<file path="src/shared/mpms_cfg.svh">
// Purpose: constants for the multi-purpose pin mode selector
// Assumes: included by the design file
// Notes: offsets are register addresses, input bit numbers are general input indices, the mode bit number is a register bit
`ifndef MPMS_CFG_SVH
`define MPMS_CFG_SVH
`define MPMS_MODE_REG_ADDR 8'h04
`define MPMS_INEN_REG_ADDR 8'h06
`define MPMS_INEN_RESET 8'hff
`define MPMS_MODE_BIT 0
`define MPMS_PIN_HIGH 2'b01
`define MPMS_PIN_LOW 2'b00
`define MPMS_PIN_FLOAT 2'b10
`define MPMS_IN_SUSP 3
`define MPMS_IN_REFSEL 5
`define MPMS_CFG_ZERO 2'b00
`endif

</file>
<file path="src/shared/mpms_pkg.sv">
// Purpose: types for the multi-purpose pin mode selector
// Assumes: mpms_cfg.svh holds the numbers
// Notes: none
package mpms_pkg;
    typedef enum logic [1:0] {
        MPMS_PLL0_ONLY = 2'b00,
        MPMS_ALL_PLL = 2'b01,
        MPMS_TWO_WIRE = 2'b10,
        MPMS_SCAN = 2'b11
    } mpms_mode_t;
    typedef struct packed {
        logic [2:0] pll0_index;
        logic [1:0] pll1_index;
        logic [1:0] pll2_index;
        logic pll12_fixed;
    } mpms_select_t;
    typedef struct packed {
        logic data_in;
        logic clk;
        logic mode_sel;
        logic reset_n;
    } mpms_scan_t;
endpackage : mpms_pkg

</file>
<file path="src/rtl/mpms_pin_router.sv">
// Purpose: mode decode and routing of the six general inputs and two status outputs
// Assumes: register writes arrive as a documented address/data strobe on clk
// Notes: selects are indices only; the configuration store lives elsewhere
//
// Operation
// - pll0-only mode: inputs 2..0 index eight pll0 configurations
// - pll0-only mode: input 3 suspend, input 4 unused, input 5 reference select
// - manual and two-wire modes: status 0 loss of lock, status 1 reference missing
// - pll0-only mode: configs 4..7 borrowed from pll1/pll2, those fixed at config 0
// - each configuration's divider-set bit picks post-divider set, 1 picks second; pll0 configs 4..7 use the bits of configs 0..3
// - each post-divider set keeps its own mode bits
// - floating select pin: mode bit 1 gives pll0-only, 0 gives all-pll mode
// - all-pll mode: input pairs 1:0, 3:2, 5:4 index pll0, pll1, pll2
// - two-wire mode: inputs 0,1,3,5 data, clock, suspend, reference select
// - select pin high enters two-wire programming mode
// - scan mode: inputs become scan signals, status 0 carries scan data out
// - select pin low enters boundary-scan programming mode
// - all-pll mode locks to primary reference, switchover follows primary bit
// - at power-up act as all-pll mode, latching inputs 4..0
// - input 5 never latched; during programming only its index use is forced low
// - programming modes freeze selection except pll2 index bit 1, which clears; only register writes change config
// - outside programming, inputs drive the selection continuously
// - enable bits force disabled inputs low; power-up latch still taken
// - programming functions of inputs 0,1,2,4 ignore enable bits
// - disabled input 3 or 5 makes suspend or reference select inactive
// - suspend is active high and suspends associated outputs
// - manual mode bit lives at address 0x04
// - reference select picks reference input or alternate clock input
`timescale 1ns/1ps
`include "mpms_cfg.svh"
module mpms_pin_router #(
    parameter int NUM_IN = 6,
    parameter int NUM_SETS = 4
) (
    // clock and reset
    input wire logic clk,
    input wire logic rst,
    // register write port
    input wire logic reg_wr,
    input wire logic [7:0] reg_addr,
    input wire logic [7:0] reg_wdata,
    output logic [7:0] reg_rdata,
    // pins
    input wire logic [NUM_IN-1:0] multi_in,
    input wire logic [1:0] prog_sel_level,
    output logic status_out_0,
    output logic status_out_1,
    // status sources
    input wire logic loss_of_lock,
    input wire logic ref_missing_flag,
    input wire logic selected_clk_missing,
    input wire logic scan_data_out,
    input wire logic primary_ref_bit,
    // per-configuration divider choice, one bit per set of each pll
    input wire logic [3*NUM_SETS-1:0] postdiv_set_select,
    // routed results
    output mpms_pkg::mpms_mode_t mode,
    output mpms_pkg::mpms_select_t select,
    output mpms_pkg::mpms_scan_t scan,
    output logic serial_data_line,
    output logic serial_clk,
    output logic suspend,
    output logic ref_select_alt,
    output logic [2:0] postdiv_second_set
);
    import mpms_pkg::*;

    logic [NUM_IN-1:0] sync1_reg, sync2_reg, sync3_reg, pin_reg;
    logic [1:0] lvl1_reg, lvl2_reg, lvl3_reg, lvl_reg;
    logic manual_select_mode_bit_reg;
    logic [7:0] input_enable_bits_reg;
    logic booted_reg;
    logic refsel_pin;
    mpms_select_t select_reg, select_next;
    mpms_mode_t mode_next;
    logic [NUM_IN-1:0] gated;
    logic prog_mode;

    // three-stage pin sync, free-running through reset so the power-up latch sees real pins
    always_ff @(posedge clk)
    begin
        sync1_reg <= multi_in;
        sync2_reg <= sync1_reg;
        sync3_reg <= sync2_reg;
    end

    // filtered pin levels; a change counts when stages two and three agree
    always_ff @(posedge clk)
    begin
        if (rst)
            pin_reg <= '0;
        else
            for (int i = 0; i < NUM_IN; i++)
                if (sync2_reg[i] == sync3_reg[i])
                    pin_reg[i] <= sync3_reg[i];
    end

    // same three stages for the three-level select pin, also free-running
    always_ff @(posedge clk)
    begin
        lvl1_reg <= prog_sel_level;
        lvl2_reg <= lvl1_reg;
        lvl3_reg <= lvl2_reg;
    end

    // filtered select level; only a one-cycle all-pll window after reset since stages are already full
    always_ff @(posedge clk)
    begin
        if (rst)
            lvl_reg <= `MPMS_PIN_FLOAT;
        else if (lvl2_reg == lvl3_reg)
            lvl_reg <= lvl3_reg;
    end

    // register writes: mode bit and input enables
    always_ff @(posedge clk)
    begin
        if (rst)
        begin
            manual_select_mode_bit_reg <= 1'b0;
            input_enable_bits_reg <= `MPMS_INEN_RESET;
        end
        else if (reg_wr)
        begin
            if (reg_addr == `MPMS_MODE_REG_ADDR)
                manual_select_mode_bit_reg <= reg_wdata[`MPMS_MODE_BIT];
            if (reg_addr == `MPMS_INEN_REG_ADDR)
                input_enable_bits_reg <= reg_wdata;
        end
    end

    // read back of the two registers, unmapped reads zero
    always_comb
    begin
        reg_rdata = 8'h00;
        if (reg_addr == `MPMS_MODE_REG_ADDR)
            reg_rdata = {7'h00, manual_select_mode_bit_reg};
        else if (reg_addr == `MPMS_INEN_REG_ADDR)
            reg_rdata = input_enable_bits_reg;
    end

    // mode decode; reset state acts as the all-pll mode
    always_comb
    begin
        case (lvl_reg)
            `MPMS_PIN_HIGH: mode_next = MPMS_TWO_WIRE;
            `MPMS_PIN_LOW: mode_next = MPMS_SCAN;
            default: mode_next = manual_select_mode_bit_reg ? MPMS_PLL0_ONLY
                                                             : MPMS_ALL_PLL;
        endcase
        if (!booted_reg)
            mode_next = MPMS_ALL_PLL;
    end

    assign prog_mode = (mode_next == MPMS_TWO_WIRE) || (mode_next == MPMS_SCAN);

    // clock select keeps working in programming modes; only its index use is forced low
    assign refsel_pin = pin_reg[`MPMS_IN_REFSEL]
        & input_enable_bits_reg[`MPMS_IN_REFSEL];

    // disabled inputs read low; input 5 forced low in programming modes
    always_comb
    begin
        gated = pin_reg & input_enable_bits_reg[NUM_IN-1:0];
        if (prog_mode)
            gated[`MPMS_IN_REFSEL] = 1'b0;
    end

    // power-up latch point: first edge where pins and select level are both steady
    always_ff @(posedge clk)
    begin
        if (rst)
            booted_reg <= 1'b0;
        else if (!booted_reg && sync2_reg == sync3_reg && lvl2_reg == lvl3_reg)
            booted_reg <= 1'b1;
    end

    // selection indices: live outside programming, frozen inside except pll2 index bit 1, which clears
    always_comb
    begin
        select_next = select_reg;
        if (!booted_reg)
        begin
            // latched pins 4..0 taken ignoring enables, input 5 never latched
            select_next.pll0_index = {1'b0, sync3_reg[1:0]};
            select_next.pll1_index = sync3_reg[3:2];
            select_next.pll2_index = {1'b0, sync3_reg[4]};
            select_next.pll12_fixed = 1'b0;
        end
        else if (mode_next == MPMS_PLL0_ONLY)
        begin
            select_next.pll0_index = gated[2:0];
            select_next.pll1_index = `MPMS_CFG_ZERO;
            select_next.pll2_index = `MPMS_CFG_ZERO;
            select_next.pll12_fixed = 1'b1;
        end
        else if (mode_next == MPMS_ALL_PLL)
        begin
            select_next.pll0_index = {1'b0, gated[1:0]};
            select_next.pll1_index = gated[3:2];
            select_next.pll2_index = gated[5:4];
            select_next.pll12_fixed = 1'b0;
        end
        else
        begin
            select_next.pll2_index = {1'b0, select_reg.pll2_index[0]};
        end
    end

    always_ff @(posedge clk)
    begin
        if (rst)
            select_reg <= '0;
        else
            select_reg <= select_next;
    end

    // registered mode and routed pin functions
    always_ff @(posedge clk)
    begin
        if (rst)
        begin
            mode <= MPMS_ALL_PLL;
            scan <= '0;
            serial_data_line <= 1'b0;
            serial_clk <= 1'b0;
            suspend <= 1'b0;
            ref_select_alt <= 1'b0;
        end
        else
        begin
            mode <= mode_next;
            // programming functions bypass the enable bits
            scan <= (mode_next == MPMS_SCAN) ? {pin_reg[0], pin_reg[1], pin_reg[2],
                                                pin_reg[4]} : '0;
            serial_data_line <= (mode_next == MPMS_TWO_WIRE) && pin_reg[0];
            serial_clk <= (mode_next == MPMS_TWO_WIRE) && pin_reg[1];
            // suspend active high on input 3, except in all-pll mode
            suspend <= (mode_next != MPMS_ALL_PLL) && gated[`MPMS_IN_SUSP];
            // all-pll mode uses the primary bit for manual switchover
            ref_select_alt <= (mode_next == MPMS_ALL_PLL) ? primary_ref_bit
                                                          : refsel_pin;
        end
    end

    // status outputs
    always_ff @(posedge clk)
    begin
        if (rst)
        begin
            status_out_0 <= 1'b0;
            status_out_1 <= 1'b0;
        end
        else if (mode_next == MPMS_SCAN)
        begin
            status_out_0 <= scan_data_out;
            status_out_1 <= selected_clk_missing;
        end
        else
        begin
            status_out_0 <= loss_of_lock;
            status_out_1 <= ref_missing_flag;
        end
    end

    // divider-set choice of each pll's active configuration; pll0 configs 4..7 read the bits of configs 0..3
    always_ff @(posedge clk)
    begin
        if (rst)
            postdiv_second_set <= 3'b000;
        else
        begin
            postdiv_second_set[0] <= postdiv_set_select[select_next.pll0_index[1:0]];
            postdiv_second_set[1] <= postdiv_set_select[NUM_SETS + 32'(select_next.pll1_index)];
            postdiv_second_set[2] <= postdiv_set_select[2*NUM_SETS + 32'(select_next.pll2_index)];
        end
    end

    assign select = select_reg;

    a_scan_out_route: assert property (@(posedge clk) disable iff (rst)
        mode_next == MPMS_SCAN |=> status_out_0 == $past(scan_data_out))
        else $error("status 0 not scan data in scan mode");
    a_two_wire_entry: assert property (@(posedge clk) disable iff (rst)
        booted_reg && lvl_reg == `MPMS_PIN_HIGH |=> mode == MPMS_TWO_WIRE)
        else $error("high select pin did not give two-wire mode");
    a_scan_entry: assert property (@(posedge clk) disable iff (rst)
        booted_reg && lvl_reg == `MPMS_PIN_LOW |=> mode == MPMS_SCAN)
        else $error("low select pin did not give scan mode");
    a_prog_freeze: assert property (@(posedge clk) disable iff (rst)
        booted_reg && prog_mode |=> select_reg.pll0_index == $past(select_reg.pll0_index))
        else $error("selection moved in programming mode");
    a_fixed_others: assert property (@(posedge clk) disable iff (rst)
        mode == MPMS_PLL0_ONLY |-> select_reg.pll1_index == 2'b00 && select_reg.pll12_fixed)
        else $error("pll1 not fixed in pll0-only mode");
    a_status_manual: assert property (@(posedge clk) disable iff (rst)
        mode_next != MPMS_SCAN |=> status_out_1 == $past(ref_missing_flag))
        else $error("status 1 not reference missing");
    a_serial_clk: assert property (@(posedge clk) disable iff (rst)
        mode_next != MPMS_TWO_WIRE |=> !serial_clk)
        else $error("serial clock outside two-wire mode");
    a_suspend_gate: assert property (@(posedge clk) disable iff (rst)
        !input_enable_bits_reg[3] |=> !suspend)
        else $error("suspend active while disabled");
    a_refsel_gate: assert property (@(posedge clk) disable iff (rst)
        !input_enable_bits_reg[`MPMS_IN_REFSEL] && mode_next != MPMS_ALL_PLL
        |=> !ref_select_alt)
        else $error("reference select active while disabled");
endmodule : mpms_pin_router

</file>
<file path="config.mk">
export PLATFORM = sky130hd
export DESIGN_NAME = mpms_pin_router
export DESIGN_NICKNAME = d
export VERILOG_FILES = /design/src/shared/mpms_pkg.sv /design/src/rtl/mpms_pin_router.sv
export VERILOG_INCLUDE_DIRS = /design/src /design/src/shared
export SDC_FILE = /design/constraint.sdc
export NUM_CORES = 1
export LEC_CHECK = 0
export ABC_AREA = 1
export BUFFER_PORTS_ARGS = -buffer_cell sky130_fd_sc_hd__buf_2
export CAP_MARGIN = 15
export CELL_PAD_IN_SITES_DETAIL_PLACEMENT = 1
export CELL_PAD_IN_SITES_GLOBAL_PLACEMENT = 2
export CORE_AREA = 2 2 72 142
export DETAILED_ROUTE_END_ITERATION = 6
export DIE_AREA = 0 0 74 144
export PLACE_DENSITY = 0.7
export SYNTH_ARGS = -nofsm -noshare
export SYNTH_HDL_FRONTEND = slang
export SYNTH_SLANG_ARGS = --single-unit
</file>
<file path="constraint.sdc">
create_clock -name clk -period 1.2 [get_ports clk]
set_input_delay 0.24 -clock clk [delete_from_list [all_inputs] [get_ports clk]]
set_output_delay 0.24 -clock clk [all_outputs]
set_load 0.05 [all_outputs]
</file>
After elaboration in Yosys (flattened, before gate mapping)
Cells that the tools add are included.
{ "op_classes": {"bitwise": 4, "eq_ne": 15, "div": 0, "n_reduce_logical": 14, "mul": 0, "shift": 0, "order_cmp": 3, "muxes": 20, "n_addsub": 2} }
{ "ops": {"columns": ["operator", "n"], "rows": [
  ["$mux W8", 3],
  ["$eq A8 B3 Y1 const B", 2],
  ["$mux W1", 9],
  ["$bmux W1 S4", 2],
  ["$mux W7", 1],
  ["$and A6 B6 Y6", 1],
  ["$eq A1 B1 Y1", 6],
  ["$eq A6 B6 Y1", 1],
  ["$add A4 B2 Y5 const A", 1],
  ["$logic_and A1 B1 Y1", 5],
  ["$lt A2 B5 Y1 const B", 1],
  ["$lt A4 B5 Y1 const B", 1],
  ["$lt A5 B5 Y1 const B", 1],
  ["$mux W5", 1],
  ["$add A3 B2 Y4 const A", 1],
  ["$eq A2 B1 Y1 const B", 2],
  ["$eq A2 B2 Y1 const B", 2],
  ["$logic_not A2 Y1", 2],
  ["$mux W2", 2],
  ["$pmux W2 S2", 1],
  ["$reduce_and A2 Y1", 2],
  ["$reduce_or A2 Y1", 2],
  ["$bmux W1 S2", 1],
  ["$eq A2 B2 Y1", 1],
  ["6 further kinds", 7]
]} }
{ "word_totals": {"mem_bits_ro": 0, "latchBits": 0, "inputBits": 44, "output_inout_bits": 31, "memories": 0, "regBits": 65, "ram_bits": 0} }

Longest topological paths before layout
Gate-level depths: netlist of the first run.
{ "logic_depth": {"depth_word": 12, "depth_mapped": 9, "mapped_depth_nobuf": 8} }

Worst setup path after synthesis of the first run
No wires, ideal clock.
{ "synth_timing": {"path_kind": "input to output", "start": "in reg_addr[7]", "end": "out reg_rdata[1]", "cell_stages": 5, "path_slack_ns": -0.628, "t_required_ns": 0.960, "t_arrival_ns": 1.588, "cell_sequence": "nor2_1 nand2_2 or3b_1 buf_6 nor2_1"} }
{ "synth_via": {"elab_chain_len": 3} }
{ "synth_rtl": {"columns": ["item", "line", "text"], "rows": [
  ["start: declaration", "mpms_pin_router.sv:40", "input wire logic [7:0] reg_addr,"],
  ["$eq A8 B3 Y1 (no source line)", null, null],
  ["$mux W8", "mpms_pin_router.sv:138", "else if (reg_addr == `MPMS_INEN_REG_ADDR)"],
  ["$mux W8 (*)", "mpms_pin_router.sv:136", "if (reg_addr == `MPMS_MODE_REG_ADDR)"],
  ["end: declaration", "mpms_pin_router.sv:42", "output logic [7:0] reg_rdata,"]
]} }
Every way passes the cells marked *; elsewhere a longest branch is shown, timed or not.

Final worst setup path of the first run
{ "layout_timing": {"start": "in reg_addr[0]", "end": "out reg_rdata[0]"} }
Same word-level chain as after synthesis.

==> summary.txt, run 1 <==
Status -> complete, but fails checks
Failing checks -> setup timing
Rows -> 51
DR WL/cell -> 12.71 um
Mapped Nets -> 316
Total I/O pin count -> 75
CP endpoint -> reg_rdata[0]
Routed WL -> 6713 um
GP Congestion -> 0.7782
Worst r2r dst -> postdiv_second_set[0]$_SDFF_PP0_
Mapped Area -> 0.002332 mm^2
Drt via density -> 4.174
Final Setup Violations -> 9
CP Capture Type -> output port
Die Span Y -> 144 um
Cell variety after synth -> 26
# port buffers -> 74
Seq pwr share -> 43.2%
YS warnings -> 0
# fillers -> 1,143
Layout cells sized above 1 -> 47.47%
FF-to-FF Start -> lvl_reg[1]$_SDFFE_PP1P_
Setup crit start kind -> input pin
ANT nets after route -> 0
Share of total power in combinational logic -> 10.2%
Pint -> 0.004073 W
Clock Tree Root -> clkbuf_16
P_leak -> 1.813 nW
Worst Skew -> 0.001817 ns
Initial antenna violation count -> 0
Sequential area share after synthesis -> 55.79%
N_diodes -> 0
Slowest CP cell -> or3b_4
RSZ-0062 raised after global routing -> true
Clock Tree Buf Depth -> 2
Post-route minimum period -> 1.564 ns
Vias in the first global route -> 2,386
Routed vias -> 2,204
Nets -> 436
Worst Reg-to-Reg Cells -> 7
DP HPWL -> 5101 um
CTS Buf Count -> 9
Gr usage total -> 13.72%
Req. time, crit path -> 0.96 ns
Largest net degree at the start of global routing -> 23
Die width -> 74 um
Critical Path Max Stage Delay -> 0.53 ns
PwrDens -> 1393 mW/mm^2
Max cap viols -> 0
Design Power -> 0.005347 W
CTS H-tree lvls -> 3
Drt drc -> 0
Mapped Avg Cell Area -> 8.574 um^2
CTS tree -> done
GRT overflow -> 0
Psw -> 0.001274 W
Fin. Hold Viols -> 0
Slew margin rel. -> 81.67%
Clock power frac -> 46.6%
Actual slew at the worst max-slew pin -> 0.2749 ns
CP arrival -> 1.32 ns
# clock sinks -> 65
Sw Share -> 23.83%
R2R setup slack -> -0.02 ns
Critical Path Start -> reg_addr[0]
CTS clk-pin slew, worst paths -> 0.05 ns
Final period utilization -> 130.3%
CP dominant cell by count -> buf_6
Worst setup margin -> -0.3638 ns
Drt first pass iters -> 2
Pins Over Slew Limit -> 0
Crit path kind -> in -> out
Crit-path cells -> buf_6 > inv_4 > nand3_2 > or3b_4 > o21ai_4 > buf_6
CORE AREA -> 0.009635 mm^2
HP Class -> in -> reg
Peak VDD IR -> 0.6429 mV
Clk_lat worst skew -> 0.33 ns
Setup TNS -> -2.602 ns
Fmax achieved -> 639.4 MHz
Area grow syn2layout -> 64.54%
Worst-path fanout max -> 8
Starting Density -> 24.20%
Syn Inst Count -> 272
Full die area -> 0.01066 mm^2
FF+latch count, synth -> 65
First-pass GRT wire length -> 10,760 um
DRT iter0 DRCs -> 33
power by group through the flow:
| stage | Sequential, W | Clock (W) | Combinational (W) |
|---|---|---|---|
| after global routing | 0.00232 | 0.00267 | 0.000599 |
| final | 0.00231 | 0.00249 | 0.000546 |
| after floorplan | 0.00242 | 0 | 0.000180 |
| after global placement | 0.00236 | 0 | 0.000445 |
| after detailed placement | 0.00236 | 0 | 0.000456 |
| after CTS | 0.00231 | 0.00259 | 0.000500 |
kinds of logic after synthesis:
family | share of synthesized area [%]
AO/OA/AOI/OAI | 8.744
XOR/XNOR | 2.629
AND/OR/NAND/NOR | 24.20
flip-flops | 55.79
buffers and inverters | 8.637
area by class of cell:
cell class | instances | area (um^2) | area share, %
clock buffers | 9 | 225.2 | 5.869
clock inverters | 6 | 60.06 | 1.565
inverters | 38 | 150.1 | 3.913
multi-input cells | 162 | 1062 | 27.68
flip-flops and latches | 65 | 1318 | 34.33
well taps | 132 | 165.2 | 4.304
repair buffers | 116 | 857.1 | 22.33
how the worst min path moves through the flow:
stage                                    start  slack [ns]                   end  depth (start not counted)
after floorplan              prog_sel_level[0]        0.27   lvl1_reg[0]$_DFF_P_                          0
after global placement    sync1_reg[5]$_DFF_P_        0.31  sync2_reg[5]$_DFF_P_                          0
after detailed placement  sync1_reg[4]$_DFF_P_        0.31  sync2_reg[4]$_DFF_P_                          0
after CTS                    prog_sel_level[1]       0.003   lvl1_reg[1]$_DFF_P_                          1
after global routing               multi_in[4]      0.0009  sync1_reg[4]$_DFF_P_                          1
final                        prog_sel_level[1]        0.01   lvl1_reg[1]$_DFF_P_                          1
timing repair:
item / 4_1_cts / 5_1_grt
resized for setup: 52 / 39
setup buffers: 2 / 10
pin swaps: 12 / 27
setup endpoints to repair: 25 / 17
hold buffers: 5 / 0
endpoints found under the hold margin: 5 / 0
cells in the mapped netlist:
master | n | area share, %
a21oi_1 | 9 | 1.9
xor2_1 | 5 | 1.9
inv_1 | 37 | 6.0
nand2_4 | 1 | 0.48
o211ai_1 | 9 | 2.9
a211oi_1 | 3 | 0.97
nor3b_4 | 1 | 0.80
nor2_1 | 42 | 6.8
nand3_1 | 12 | 2.6
nand2_1 | 43 | 6.9
a31oi_1 | 1 | 0.27
nand3b_1 | 3 | 0.97
a311oi_1 | 1 | 0.38
dfxtp_1 | 65 | 56
o21ai_2 | 1 | 0.38
or2_2 | 1 | 0.27
nor3_1 | 7 | 1.5
or3b_1 | 1 | 0.38
buf_6 | 4 | 1.9
xnor2_1 | 2 | 0.75
nand2_2 | 3 | 0.80
o21ai_0 | 9 | 1.9
inv_4 | 1 | 0.27
nand4_1 | 7 | 1.9
nor2_8 | 1 | 0.86
clkbuf_1 | 3 | 0.48
stage by stage:
step	util (%)	cell area [um^2]	worst slack (ns)	hold WS, ns	std cells
2_1_floorplan	-	2422	-0.3022	0.2677	272
3_3_place_gp	32.23	3105	-0.5023	0.3137	496
3_5_place_dp	32.23	3105	-0.5142	0.3136	496
4_1_cts	37.51	3615	-0.4005	0.002836	518
5_1_grt	39.83	3837	-0.4071	0.0009181	528
6_report	39.83	3837	-0.3638	0.01326	528
routing by layer:
metal  GRT usage [%]  share of wire (%)  vias to the layer above
li1                -                  -                     1103
met1           12.44                 33                     1043
met2           26.36                 61                       45
met3           2.718                3.4                       13
met4           8.421                2.8                        0
met5               0                  0                        -
layout by cell type, fill, tap and decap left out, types with 2 or more instances in the layout:
cell type	n
buf_2	58
dfxtp_1	58
nand2_1	35
buf_4	31
inv_1	30
nor2_1	26
buf_6	13
nor2_4	12
nand2_2	9
o211ai_1	9
clkbuf_16	9
a21oi_1	8
nand4_1	7
nand3_2	6
o21ai_0	6
buf_8	6
inv_2	5
nor3_1	5
dlygate4sd3_1	5
nor2_2	4
xor2_1	4
dfxtp_2	4
inv_4	3
nand2_4	3
nand3_4	3
a211oi_1	3
nand3_1	3
nand3b_1	3
dfxtp_4	3
clkinv_2	3
nor3_2	2
xnor2_1	2
o21ai_1	2
clkinvlp_4	2
buf_12	2
critical path: cells and delay by family:
family | cells | cell delay, ns
AOI/OAI and AO/OA | 1 | 0.17
and+or+nand+nor | 2 | 0.61
buffers and inverters | 3 | 0.30
No activity file was read; power rests on OpenSTA's default activity.
==> inputs of run 2 (changes only) <==
CORE_AREA = 2 2 66 130   (was 2 2 72 142)
DIE_AREA = 0 0 68 132   (was 0 0 74 144)
PLACE_DENSITY = 0.79   (was 0.7)
clock period = 1.85 ns   (was 1.2 ns; I/O delays follow)
==> summary.txt, run 2 (same netlist as run 1, synthesis figures left out) <==
N_diodes -> 0 (unchanged)
Area grow syn2layout -> 38.20%
Fin. Hold Viols -> 0 (unchanged)
Req. time, crit path -> 1.48 ns (+0.52 ns)
Clock Tree Root -> clkbuf_16
First-pass GRT wire length -> 9998 um (-7.1%)
Initial antenna violation count -> 0 (unchanged)
Full die area -> 0.008976 mm^2 (-16%)
Drt via density -> 4.487 (+7.5%)
Rows -> 46 (-9.8%)
Total I/O pin count -> 75 (unchanged)
Routed WL -> 5989 um (-11%)
Setup Buffers After CTS -> 0 (-2)
Gr usage total -> 15.19% (+1.5 points)
Actual slew at the worst max-slew pin -> 0.4287 ns (+0.1538 ns)
Final Setup Violations -> 0 (-9)
Slew margin rel. -> 71.12% (-11 points)
Design Power -> 0.003304 W (-38%)
CP arrival -> 1.45 ns (+0.13 ns)
# clock sinks -> 65 (unchanged)
RSZ-0062 raised after global routing -> true
CTS Buf Count -> 9 (unchanged)
Largest net degree at the start of global routing -> 23 (unchanged)
CTS clk-pin slew, worst paths -> 0.05 ns (about the same)
Post-route minimum period -> 1.824 ns
HP Class -> in -> reg
GP Congestion -> 0.7966 (+2.4%)
Worst Skew -> 0.002710 ns (+0.0008921 ns)
GRT overflow -> 0 (unchanged)
Min-delay src -> multi_in[2]
CP Capture Type -> output port
Vias in the first global route -> 2,150 (-9.9%)
Routed vias -> 2,055 (-6.8%)
Starting Density -> 29.36% (+5.2 points)
Fmax achieved -> 548.2 MHz
Final period utilization -> 98.60%
Setup TNS -> 0 ns (+2.602 ns)
DP HPWL -> 4712 um (-7.6%)
Max cap viols -> 0 (unchanged)
# fillers -> 972 (-15%)
Worst-path fanout max -> 2 (-6)
Status -> complete, no violations
Critical Path Start -> reg_addr[4]
CORE AREA -> 0.007943 mm^2 (-18%)
Busiest grt layer -> met2
DRT iter0 DRCs -> 53 (+61%)
GR Util met2 -> 27.45% (+1.1 points)
Drt drc -> 0 (unchanged)
Nets -> 401 (-8.0%)
FF-to-FF Start -> booted_reg$_SDFFE_PP0P_
# port buffers -> 74 (unchanged)
Most frequent cells in the layout -> 65 x dfxtp_1, 63 x buf_2, 43 x nand2_1, 36 x inv_1, 33 x nor2_1
ANT nets after route -> 0 (unchanged)
Grt met1 use -> 14.74% (+2.3 points)
PwrDens -> 1025 mW/mm^2 (-26%)
Die width -> 68 um (-8.1%)
Die Span Y -> 132 um (-8.3%)
Final hold slack -> 0.1379 ns (+0.1247 ns)
Clock Tree Buf Depth -> 2 (unchanged)
Met3 GRT Util -> 3.074% (+0.36 points)
Drt first pass iters -> 4 (+2)
Pins Over Slew Limit -> 0 (unchanged)
Final core occ -> 40.58% (+0.75 points)
CTS tree -> done
CTS H-tree lvls -> 3 (unchanged)
Peak VDD IR -> 0.4795 mV (-25%)
DR WL/cell -> 13.08 um (+2.9%)
Layout cells sized above 1 -> 32.32% (-15 points)
P_leak -> 1.585 nW (-13%)
Clk_lat worst skew -> 0.33 ns (about the same)
Crit path kind -> in -> out
Commonest non-fill, non-tap cell in the layout -> dfxtp_1
Setup crit start kind -> input pin
## run 2: path summary, 6_finish.rpt
path / to / slack (ns) / depth (start not counted)
min: sync1_reg[2]$_DFF_P_ / 0.14 / 1
max reg2reg: postdiv_second_set[1]$_SDFF_PP0_ / 0.40 / 6
min reg2reg: sync2_reg[2]$_DFF_P_ / 0.33 / 0
max: reg_rdata[0] / 0.03 / 7
## run 2: final cells by class
type | count | area (um^2) | share of cell area [%]
inverters | 38 | 145.1 | 4.503
clock inverters | 4 | 28.78 | 0.8929
multi-input cells | 162 | 882.1 | 27.37
clock buffers | 12 | 246.5 | 7.648
well taps | 96 | 120.1 | 3.727
flip-flops and latches | 65 | 1301 | 40.37
repair buffers | 81 | 499.2 | 15.49
## run 2: report_power, final
part,switching [W],total (W),internal [W]
combinational,0.000164,0.000263,0.0000995
clock,0.000599,0.00154,0.000942
sequential,0.0000391,0.00150,0.00146
total,0.000802,0.00330,0.00250
## run 2: repair_timing
action | in CTS | in global routing
hold buffers | 0 | 0
endpoints found under the setup margin | 8 | 8
pin swaps | 0 | 5
gates resized for setup | 20 | 9
## run 2: worst max-delay path, stage by stage
cell	delay, ns
buf_6	0.10
nor2_4	0.09
nand2_2	0.06
or3b_4	0.40
buf_6	0.13
o21ai_4	0.13
buf_6	0.17
## run 2: per-stage QoR
step | setup slack (ns) | cells | cell area, um^2
3_5_place_dp | -0.09072 | 442 | 2844
3_3_place_gp | -0.06305 | 442 | 2844
2_1_floorplan | -0.01888 | 272 | 2357
5_1_grt | -0.02094 | 458 | 3223
6_report | 0.02593 | 458 | 3223
4_1_cts | 0.003885 | 458 | 3183
## run 2: layer usage
layer	vias up	wire [um]	part of all wire, %
li1	1038	-	-
met1	954	2063	34
met2	51	3523	59
met3	12	210	3.5
met4	0	192	3.2
met5	-	0	0
